**config.mk**
```make
export PLATFORM = sky130hd
export DESIGN_NAME = dltpc_regs
export DESIGN_NICKNAME = d
export VERILOG_FILES = /design/src/dltpc_sync2.v /design/src/dltpc_regs.v
export VERILOG_INCLUDE_DIRS = /design/src
export SDC_FILE = /design/constraint.sdc
export NUM_CORES = 1
export LEC_CHECK = 0
export ABC_CLOCK_PERIOD_IN_PS = 1300
export BUFFER_PORTS_ARGS = -buffer_cell sky130_fd_sc_hd__buf_2
export CORE_ASPECT_RATIO = 1.1
export CORE_MARGIN = 5
export CORE_UTILIZATION = 35
export CTS_BUF_LIST = sky130_fd_sc_hd__clkbuf_8
export CTS_CLUSTER_SIZE = 20
export DETAILED_ROUTE_END_ITERATION = 8
export GPL_TIMING_DRIVEN = 1
export PLACE_DENSITY = 0.59
export SLEW_MARGIN = 25
export SYNTH_ARGS = -nofsm -noshare
export SYNTH_HDL_FRONTEND = slang
export SYNTH_SLANG_ARGS = --single-unit
export TNS_END_PERCENT = 30
```
**constraint.sdc**
```tcl
create_clock -name core_clk -period 1.3 [get_ports core_clk]
set_clock_uncertainty 0.05 [all_clocks]
set_input_delay 0.26 -clock core_clk [delete_from_list [all_inputs] [get_ports core_clk]]
set_output_delay 0.26 -clock core_clk [all_outputs]
set_load 0.005 [all_outputs]
```
**src/dltpc_map.vh**
```
`ifndef DLTPC_MAP_VH
`define DLTPC_MAP_VH

// ==========================================================
// Register offsets
`define DLTPC_OFS_EQCFG      8'h05
`define DLTPC_OFS_PINCTL     8'h06
`define DLTPC_OFS_EVSTAT     8'h10
`define DLTPC_OFS_EVCLR      8'h11
`define DLTPC_OFS_EVEN       8'h12

// ==========================================================
// Field positions, equalizer and bridge register
`define DLTPC_BIT_ADDR_OMIT  7
`define DLTPC_CUT_HI         6
`define DLTPC_CUT_LO         5
`define DLTPC_BIT_HF_OFF     4
`define DLTPC_GAIN_HI        3
`define DLTPC_GAIN_LO        0

// ==========================================================
// Field positions, pin and interrupt register
`define DLTPC_BIT_STAG_OFF   7
`define DLTPC_BIT_AUTO_CLR   6
`define DLTPC_BIT_FWD_OFF    5
`define DLTPC_BIT_INT_LVL    4
`define DLTPC_BIT_P1_DRV     3
`define DLTPC_BIT_P1_LVL     2
`define DLTPC_BIT_P0_DRV     1
`define DLTPC_BIT_P0_LVL     0

// ==========================================================
// Event bits
`define DLTPC_EV_INT_RISE    0
`define DLTPC_EV_P1_CHG      1
`define DLTPC_EV_P0_CHG      2
`define DLTPC_EV_BAD_GAIN    3

// ==========================================================
// Reset values and gain limit
`define DLTPC_RST_CUTOFF     2'h1
`define DLTPC_RST_GAIN_HI    4'h4
`define DLTPC_RST_GAIN_LO    4'h9
`define DLTPC_RST_PINCTL     8'h0A
`define DLTPC_GAIN_MAX       4'hB

// ==========================================================
// Timing
`define DLTPC_STRAP_CNT      2'h2

`endif

```
**src/dltpc_sync2.v**
```verilog
`timescale 1ns/1ps
`default_nettype none

// ==========================================================
// Two-stage synchroniser for slow pin levels
module dltpc_sync2 #(
    parameter W = 4
) (
    input  wire         core_clk,
    input  wire         nrst,
    input  wire [W-1:0] asyncIn,
    output reg  [W-1:0] syncOut
);
    reg [W-1:0] meta_q;

    always @(posedge core_clk or negedge nrst) begin
        if (!nrst) begin
            meta_q  <= {W{1'b0}};
            syncOut <= {W{1'b0}};
        end else begin
            meta_q  <= asyncIn;
            syncOut <= meta_q;
        end
    end
endmodule

`default_nettype wire

```
**src/dltpc_regs.v**
```verilog
// How it works
// Address-omit bit 0 sends register address in bridging; 1 is command-byte-only; resets 0.
// Two-bit cutoff selects 7.5, 3.75, 2.5, 1.87 MHz; defaults to 01.
// Gain codes 0000..1011 give rising boost; 11XX codes are invalid.
// Gain powers up 0100 with select pin high, 1001 with it low.
// Auto-clear bit 1 clears error registers and outputs automatically; defaults 0.
// Forward-off bit 0 sends interrupt events to serializer; 1 suppresses; default 0.
// Read-only bit shows present level of interrupt input pin.
// Pin one drive bit sets its level, default 1; separate bit reads level.
// Pin zero drive bit sets its level, default 1; separate bit reads level.
// Writes to level bits are ignored; they always show sampled pins.
// Boost-off and stagger-off bits are active high disables, both default 0.
//
// Chosen here: the address-and-strobe port.
`timescale 1ns/1ps
`default_nettype none
`include "dltpc_map.vh"

module dltpc_regs (
    input  wire       core_clk,
    input  wire       nrst,
    input  wire [7:0] regAddr,
    input  wire [7:0] regWdata,
    input  wire       regWr,
    input  wire       regRd,
    output reg  [7:0] regRdata,
    input  wire       eqDefaultSelectPin,
    input  wire       intPinIn,
    input  wire       pinOneIn,
    input  wire       pinZeroIn,
    input  wire       errorEvent,
    output reg        pinOneOut,
    output reg        pinOneOe,
    output reg        pinZeroOut,
    output reg        pinZeroOe,
    output reg        bridgeAddressOmit,
    output reg  [1:0] eqHighpassCutoffSel,
    output reg        hfBoostOff,
    output reg  [3:0] eqBoostGainSel,
    output reg        outputStaggerOff,
    output reg        errorAutoClear,
    output reg        remoteEventForward,
    output reg        irq
);
    // ==========================================================
    // Pin sampling
    wire [3:0] pinSync;
    wire       eqsLvl  = pinSync[3];
    wire       intLvl  = pinSync[2];
    wire       p1Lvl   = pinSync[1];
    wire       p0Lvl   = pinSync[0];

    dltpc_sync2 #(.W(4)) uSync (
        .core_clk (core_clk),
        .nrst     (nrst),
        .asyncIn  ({eqDefaultSelectPin, intPinIn, pinOneIn, pinZeroIn}),
        .syncOut  (pinSync)
    );

    // ==========================================================
    // Configuration state
    reg       addrOmit_q;
    reg [1:0] cutoff_q;
    reg       hfOff_q;
    reg [3:0] gain_q;
    reg       stagOff_q;
    reg       autoClr_q;
    reg       fwdOff_q;
    reg       p1Drv_q;
    reg       p0Drv_q;
    reg [1:0] strapCnt_q;
    reg       strapDone_q;
    reg       intLvl_q;
    reg       p1Lvl_q;
    reg       p0Lvl_q;
    reg [3:0] evStat_q;
    reg [3:0] evEn_q;
    reg       fwdPend_q;
    reg       addrOmit_d;
    reg [1:0] cutoff_d;
    reg       hfOff_d;
    reg [3:0] gain_d;
    reg       stagOff_d;
    reg       autoClr_d;
    reg       fwdOff_d;
    reg       p1Drv_d;
    reg       p0Drv_d;
    reg [3:0] evClr;
    reg [3:0] evStat_d;
    reg [3:0] evEn_d;
    reg [7:0] rdData_d;
    wire      strapNow;

    function hit;
        input       strobe;
        input [7:0] addr;
        input [7:0] ofs;
        begin
            hit = strobe && (addr == ofs);
        end
    endfunction

    wire wrEq   = hit(regWr, regAddr, `DLTPC_OFS_EQCFG);
    wire wrPin  = hit(regWr, regAddr, `DLTPC_OFS_PINCTL);
    wire wrClr  = hit(regWr, regAddr, `DLTPC_OFS_EVCLR);
    wire wrEn   = hit(regWr, regAddr, `DLTPC_OFS_EVEN);

    function badGain;
        input [3:0] g;
        begin
            badGain = (g > `DLTPC_GAIN_MAX);
        end
    endfunction

    // Strap caught two cycles after release, once the synchroniser has settled
    always @(posedge core_clk or negedge nrst) begin
        if (!nrst) begin
            strapCnt_q  <= 2'h0;
            strapDone_q <= 1'b0;
        end else if (!strapDone_q) begin
            strapCnt_q <= strapCnt_q + 2'h1;
            if (strapCnt_q == `DLTPC_STRAP_CNT) begin
                strapDone_q <= 1'b1;
            end
        end
    end

    assign strapNow = !strapDone_q && (strapCnt_q == `DLTPC_STRAP_CNT);

    // ==========================================================
    // Equalizer and bridge register
    // A write in the strap cycle wins; a refused gain code leaves the strap
    always @* begin
        addrOmit_d = addrOmit_q;
        cutoff_d   = cutoff_q;
        hfOff_d    = hfOff_q;
        gain_d     = gain_q;
        if (strapNow) begin
            gain_d = eqsLvl ? `DLTPC_RST_GAIN_HI : `DLTPC_RST_GAIN_LO;
        end
        if (wrEq) begin
            addrOmit_d = regWdata[`DLTPC_BIT_ADDR_OMIT];
            cutoff_d   = regWdata[`DLTPC_CUT_HI:`DLTPC_CUT_LO];
            hfOff_d    = regWdata[`DLTPC_BIT_HF_OFF];
            // Invalid codes are refused; the previous gain stays
            if (!badGain(regWdata[`DLTPC_GAIN_HI:`DLTPC_GAIN_LO])) begin
                gain_d = regWdata[`DLTPC_GAIN_HI:`DLTPC_GAIN_LO];
            end
        end
    end

    always @(posedge core_clk or negedge nrst) begin
        if (!nrst) begin
            addrOmit_q <= 1'b0;
            cutoff_q   <= `DLTPC_RST_CUTOFF;
            hfOff_q    <= 1'b0;
            gain_q     <= `DLTPC_RST_GAIN_LO;
        end else begin
            addrOmit_q <= addrOmit_d;
            cutoff_q   <= cutoff_d;
            hfOff_q    <= hfOff_d;
            gain_q     <= gain_d;
        end
    end

    // ==========================================================
    // Pin and interrupt register
    // Level bits have no storage, so writes to them fall away
    always @* begin
        stagOff_d = stagOff_q;
        autoClr_d = autoClr_q;
        fwdOff_d  = fwdOff_q;
        p1Drv_d   = p1Drv_q;
        p0Drv_d   = p0Drv_q;
        if (wrPin) begin
            stagOff_d = regWdata[`DLTPC_BIT_STAG_OFF];
            autoClr_d = regWdata[`DLTPC_BIT_AUTO_CLR];
            fwdOff_d  = regWdata[`DLTPC_BIT_FWD_OFF];
            p1Drv_d   = regWdata[`DLTPC_BIT_P1_DRV];
            p0Drv_d   = regWdata[`DLTPC_BIT_P0_DRV];
        end
    end

    always @(posedge core_clk or negedge nrst) begin
        if (!nrst) begin
            stagOff_q <= 1'b0;
            autoClr_q <= 1'b0;
            fwdOff_q  <= 1'b0;
            p1Drv_q   <= 1'b1;
            p0Drv_q   <= 1'b1;
        end else begin
            stagOff_q <= stagOff_d;
            autoClr_q <= autoClr_d;
            fwdOff_q  <= fwdOff_d;
            p1Drv_q   <= p1Drv_d;
            p0Drv_q   <= p0Drv_d;
        end
    end

    // ==========================================================
    // Events
    // Edges count only once the synchroniser has settled after reset,
    // so the release of reset never looks like a pin change
    wire [3:0] evSet;
    assign evSet[`DLTPC_EV_INT_RISE] = strapDone_q && intLvl && !intLvl_q;
    assign evSet[`DLTPC_EV_P1_CHG]   = strapDone_q && (p1Lvl ^ p1Lvl_q);
    assign evSet[`DLTPC_EV_P0_CHG]   = strapDone_q && (p0Lvl ^ p0Lvl_q);
    assign evSet[`DLTPC_EV_BAD_GAIN] = wrEq && badGain(regWdata[3:0]);

    // Auto-clear of the bad-gain event, held off while the error input is high
    wire autoClrNow = autoClr_q && !errorEvent;

    always @(posedge core_clk or negedge nrst) begin
        if (!nrst) begin
            intLvl_q  <= 1'b0;
            p1Lvl_q   <= 1'b0;
            p0Lvl_q   <= 1'b0;
            evStat_q  <= 4'h0;
            evEn_q    <= 4'h0;
            fwdPend_q <= 1'b0;
        end else begin
            intLvl_q  <= intLvl;
            p1Lvl_q   <= p1Lvl;
            p0Lvl_q   <= p0Lvl;
            evStat_q  <= evStat_d;
            evEn_q    <= evEn_d;
            fwdPend_q <= !fwdOff_q && evSet[`DLTPC_EV_INT_RISE];
        end
    end

    // Set beats clear in the same cycle
    always @* begin
        evClr = 4'h0;
        if (wrClr) begin
            evClr = regWdata[3:0];
        end
        if (autoClrNow) begin
            evClr[`DLTPC_EV_BAD_GAIN] = 1'b1;
        end
        evStat_d = (evStat_q & ~evClr) | evSet;
        evEn_d   = wrEn ? regWdata[3:0] : evEn_q;
    end

    // ==========================================================
    // Read path and registered outputs
    // Idle cycles read back zero, so stale data never lingers on the bus
    always @* begin
        rdData_d = 8'h00;
        if (regRd) begin
            case (regAddr)
                `DLTPC_OFS_EQCFG:  rdData_d = {addrOmit_q, cutoff_q, hfOff_q, gain_q};
                `DLTPC_OFS_PINCTL: rdData_d = {stagOff_q, autoClr_q, fwdOff_q,
                                               intLvl, p1Drv_q, p1Lvl,
                                               p0Drv_q, p0Lvl};
                `DLTPC_OFS_EVSTAT: rdData_d = {4'h0, evStat_q};
                `DLTPC_OFS_EVEN:   rdData_d = {4'h0, evEn_q};
                default:           rdData_d = 8'h00;
            endcase
        end
    end

    always @(posedge core_clk or negedge nrst) begin
        if (!nrst) begin
            regRdata <= 8'h00;
        end else begin
            regRdata <= rdData_d;
        end
    end

    always @(posedge core_clk or negedge nrst) begin
        if (!nrst) begin
            pinOneOut           <= 1'b1;
            pinOneOe            <= 1'b0;
            pinZeroOut          <= 1'b1;
            pinZeroOe           <= 1'b0;
            bridgeAddressOmit   <= 1'b0;
            eqHighpassCutoffSel <= `DLTPC_RST_CUTOFF;
            hfBoostOff          <= 1'b0;
            eqBoostGainSel      <= `DLTPC_RST_GAIN_LO;
            outputStaggerOff    <= 1'b0;
            errorAutoClear      <= 1'b0;
            remoteEventForward  <= 1'b0;
            irq                 <= 1'b0;
        end else begin
            pinOneOut           <= p1Drv_q;
            pinOneOe            <= 1'b1;
            pinZeroOut          <= p0Drv_q;
            pinZeroOe           <= 1'b1;
            bridgeAddressOmit   <= addrOmit_q;
            eqHighpassCutoffSel <= cutoff_q;
            hfBoostOff          <= hfOff_q;
            eqBoostGainSel      <= gain_q;
            outputStaggerOff    <= stagOff_q;
            errorAutoClear      <= autoClr_q;
            remoteEventForward  <= fwdPend_q;
            irq                 <= |(evStat_q & evEn_q);
        end
    end
endmodule

`default_nettype wire

```
---- Word-level counts from Yosys, hierarchy flattened ----
Cells that the tools add are included.
operators by class
  $add $sub $neg .......................... 1
  bitwise operators ....................... 6
  magnitude comparators ................... 1
  reduce and logical (&&, ||, !) cells .... 17
  multiplexer cells ....................... 10
  eq/ne operators ......................... 6
operators with widths
  cell                                                 count
  case mux 8 bit (4 select lines)                      1
  equality test 8 x 5 -> 1 bit, second input constant  3
  2-to-1 mux 4 bit                                     5
  equality test 8 x 3 -> 1 bit, second input constant  2
  logical AND 1 bit                                    12
  bitwise AND 4 bit                                    2
  2-to-1 mux 8 bit                                     1
  > comparator 4 bit, second input constant            1
  logical NOT 1 bit                                    4
  NOT 4 bit                                            1
  OR 4 bit                                             1
  OR reduction 4 bit                                   1
  2-to-1 mux 1 bit                                     3
  adder 2 x 1 -> 2 bit, second input constant          1
  equality test 2 bit, second input constant           1
  XOR 1 bit                                            2
word-level totals
  logic and storage cells ................. 72
  register bits ........................... 59
  input bits .............................. 25
  output and inout bits ................... 24

---- Depth between registers and ports, before layout ----
  depth after elaboration ................. 7
  depth in mapped cells ................... 5
  depth with buffers taken out ............ 5

---- Modules after synthesis ----
Synthesis repeated with hierarchy kept, for this count alone.
unflattened totals
  cell total of the unflattened synthesis .. 167
  area, all modules ....................... 2388.5 µm²
modules (own cells, without submodules)
  module       times used  sequential area each (µm²)  cells each  area an instance (µm²)
  dltpc_regs   1           1288.7                      159         2188.3
  dltpc_sync2  1           200.2                       8           200.2

---- Worst setup path after synthesis ----
No wires, ideal clock.
  kind .................................... input to register
  from .................................... input port regAddr[1]
  to ...................................... register evEn_q[0]
  setup time .............................. 125 ps
  stages .................................. 4
  path slack .............................. -80 ps
  arrival ................................. 1205 ps
  path buffers ............................ 1
  required time ........................... 1125 ps
  cell sequence ........................... clkbuf_2 -> and2b_4 -> and4_1 -> mux2_2
on the way
  longest elaborated chain between the ends .. 2
ends and longest elaborated chain
  item                          RTL line          text
  start: declaration            dltpc_regs.v:22   input wire [7:0] regAddr,
  equality test 8 x 5 -> 1 bit  dltpc_regs.v:99   hit = strobe && (addr == ofs);
  logical AND 1 bit             dltpc_regs.v:99
  end signal: assignment        dltpc_regs.v:226  evEn_q <= evEn_d;
  end: declaration              dltpc_regs.v:77   reg [3:0] evEn_q;
No other way between the ends.
A chain may end at the register's enable or synchronous reset.

---- Final worst setup path ----
  from .................................... register strapCnt_q[0]
  to ...................................... register gain_q[2]
on the way
  longest elaborated chain between the ends .. 5
ends and longest elaborated chain
  item                                    RTL line          text
  start: declaration                      dltpc_regs.v:71   reg [1:0] strapCnt_q;
  start signal: assignment                dltpc_regs.v:121  strapCnt_q <= strapCnt_q + 2'h1;
  equality test 2 bit (no source line) *  --
  logical AND 1 bit *                     dltpc_regs.v:128  assign strapNow = !strapDone_q && (strapCnt_q == `DLTPC_STRAP_CNT);
  2-to-1 mux 4 bit *                      dltpc_regs.v:138  if (strapNow) begin
  2-to-1 mux 4 bit                        dltpc_regs.v:146  if (!badGain(regWdata[`DLTPC_GAIN_HI:`DLTPC_GAIN_LO])) begin
  2-to-1 mux 4 bit *                      dltpc_regs.v:141  if (wrEq) begin
  via gain_d[2]                           dltpc_regs.v:82   reg [3:0] gain_d;
  end signal: assignment                  dltpc_regs.v:157  gain_q <= `DLTPC_RST_GAIN_LO;
  end signal: assignment                  dltpc_regs.v:162  gain_q <= gain_d;
  end: declaration                        dltpc_regs.v:65   reg [3:0] gain_q;
The timed path passes the listed nets; every way through them passes the cells marked *.

==> reports/metrics.cfg <==
[grt]
use_met2=0.187
top_usage_layer=met2
grt_overflow=0
grtUsageTotal=0.133
antenna_found_initial=0
grt_max_degree=60
use_met3=0.0467
grt_pass1_wl_mm=8.06
grt_pass1_vias=1646
use_met1=0.172

[clocking]
clock_latency_ns=0.34
clock_sinks=59
cts_tree=yes
cts_buffer_depth=2
cts_buffers=9
path_clk_slew_ns=0.06
cts-htree-levels=3
cts-root-buf=clkbuf_8

[floorplanning]
core_area_um2=6520
start_util=0.356
rows=31
boundaryPins=49
die_w_um=87.7
die_h_um=95.4
dieArea_um2=8370

[logic_synthesis]
synth_fp_nets=192
ys_ff_latch=59
yosys.area.top_type=dfrtp_1
synthDistinctLibCells=39
synthCells=166
synth_area_leaders=dfrtp_1, dfstp_2, mux2_2
ys.warnings.count=0
avgSynthCellArea_um2=14.0
synth_top_area_share=0.528
yosysSeqAreaShare=0.641
syn-cell-area_um2=2320

[timing]
finalSetupViolCount=0
post-route-min-period_ns=1.29
clock.fmax_mhz=776
rsz0062_at_grt=true
finalWorstSetupSlack_ns=0.0108
hold_viol_final=0
min_period_over_period=0.992
slew_viol_final=0

[worst_setup_path]
cp.arrival_ns=1.46
cp-start-kind=register
critical_path.max_fanout=4
crit_path_end_kind=register
timing.reg2reg.setup_slack_ns=0.01
reg2reg_from=strapCnt_q[0]$_DFFE_PN0N_
r2r-end=gain_q[2]$_DFF_PN0_
worstRegToRegCells=5
crit_type=register to register
cp.required_ns=1.47

[hold_path]
min_to=hfOff_q$_DFFE_PN0P_
hp-start=regWdata[4]
hold_path.class=input port to register
hold_depth=2

[placement]
place_ws_ns=-0.230
dp_hpwl_mm=3.61
finalWeightedCongestion=0.772
dp_cells=307
numPortBuffers=48

[detailed_routing]
drt_iter0_drc=93
first_pass_iters=4
vias=1502
post_drt_wl_per_cell_um=15.1
drc=0
vias_per_cell=4.58
ant_nets=0
routed_wl_mm=4.94

[finish]
num_antenna_cells=0
instances_no_fill=328
final_nets=267
drive_above_1_share=0.492
mostFrequentLayoutCell=dfrtp_1
area_delta_synth_final_pct=32.6
final_cell_mix=dfrtp_1, buf_2, buf_4, mux2_2, clkbuf_8

[power]
leakage_uw=0.00150
power_density_nw_per_um2=1340
irDropWorstVdd_mv=0.615

[job]
maxCapViolCount=0

[outcome]
status=finished clean

metal layers:
layer	share of wire	vias up
met3	0.068	10
met4	0.033	0
met2	0.44	42
met5	0	-
li1	-	745
met1	0.45	705
worst max path at each step:
stage / start / end / slack (ns) / cells past startpoint
global route: strapCnt_q[0]$_DFFE_PN0N_ / gain_q[2]$_DFF_PN0_ / -0.06 / 5
CTS: strapCnt_q[0]$_DFFE_PN0N_ / gain_q[2]$_DFF_PN0_ / -0.008 / 5
global placement: regAddr[5] / regRdata[2]$_DFF_PN0_ / -0.22 / 6
finish: strapCnt_q[0]$_DFFE_PN0N_ / gain_q[2]$_DFF_PN0_ / 0.01 / 5
detailed placement: regAddr[5] / regRdata[2]$_DFF_PN0_ / -0.23 / 6
floorplan: regAddr[5] / evEn_q[0]$_DFFE_PN0P_ / -0.01 / 3
cell usage after synthesis, drive strengths merged:
master,n
dfrtp,49
mux2,18
dfstp,10
and3b,9
a22oi,6
buf,6
nand3,6
nand4,5
nor2,5
a211oi,4
nand2,4
nor2b,4
o211ai,4
o21ai,4
clkbuf,3
inv,3
xor2,3
a21boi,2
a22o,2
and2b,2
and4,2
mux2i,2
nand3b,2
nand4b,2
a21bo,1
a21oi,1
conb,1
ha,1
nor3b,1
nor4,1
o22ai,1
or2,1
xnor2,1
timing repair:
action                     4_1_cts  5_1_grt
buffers inserted                 0        0
setup endpoints to repair        4        3
gates resized for setup          4        2
hold buffers                     5        0
hold endpoints to repair        53        0
stage by stage:
step           instance area [um2]  hold WS [ns]  utilization  TNS [ns]  power, uW
2_1_floorplan                 2350       -0.0856            -   -0.0503       2100
3_3_place_gp                  2780         0.236        0.427     -4.68       2270
3_5_place_dp                  2780         0.239        0.427     -4.86       2280
4_1_cts                       3070        0.0884        0.471   -0.0136       4190
5_1_grt                       3080        0.0961        0.473    -0.113       4300
6_report                      3080         0.107        0.473         0       4130
report_power, final:
group	internal, uW	switching [uW]	total, uW
logic	144	145	289
registers	1930	39.0	1960
clock network	1170	707	1880
total	3240	890	4130
cell type report:
class,count,area [um2]
fillers,600,3440
flip-flops and latches,59,1490
multi-input cells,95,791
repair buffers,73,459
clock buffers,11,151
well taps,82,103
clock inverters,5,75.1
inverters,3,11.3
sequential cells by signal, indices dropped and copies added (netlist names), 2 cells and up:
name,flops
eqBoostGainSel,4
uSync.meta_q,4
cutoff_q,2
strapCnt_q,2
uSync.syncOut,4
gain_q,4
regRdata,8
evEn_q,4
eqHighpassCutoffSel,2
evStat_q,4
logic make-up (layout without fill, tap and decap cells):
family	Yosys count	count (layout)	share of synthesized area
xor+xnor	4	4	0.0151
mux	20	20	0.0959
buf+inv	12	92	0.0291
other cells	1	1	0.00161
flops	59	59	0.641
compound gates	25	25	0.0770
fa+ha+maj	1	1	0.00539
simple gates	44	44	0.135
critical path: stages, from the launching register on:
cell and delay (ns):
dfrtp_1 0.38, inv_1 0.06, ha_2 0.18, nor2b_4 0.19, mux2i_1 0.23, a21boi_1 0.09
No activity file was read; power rests on OpenSTA's default activity.
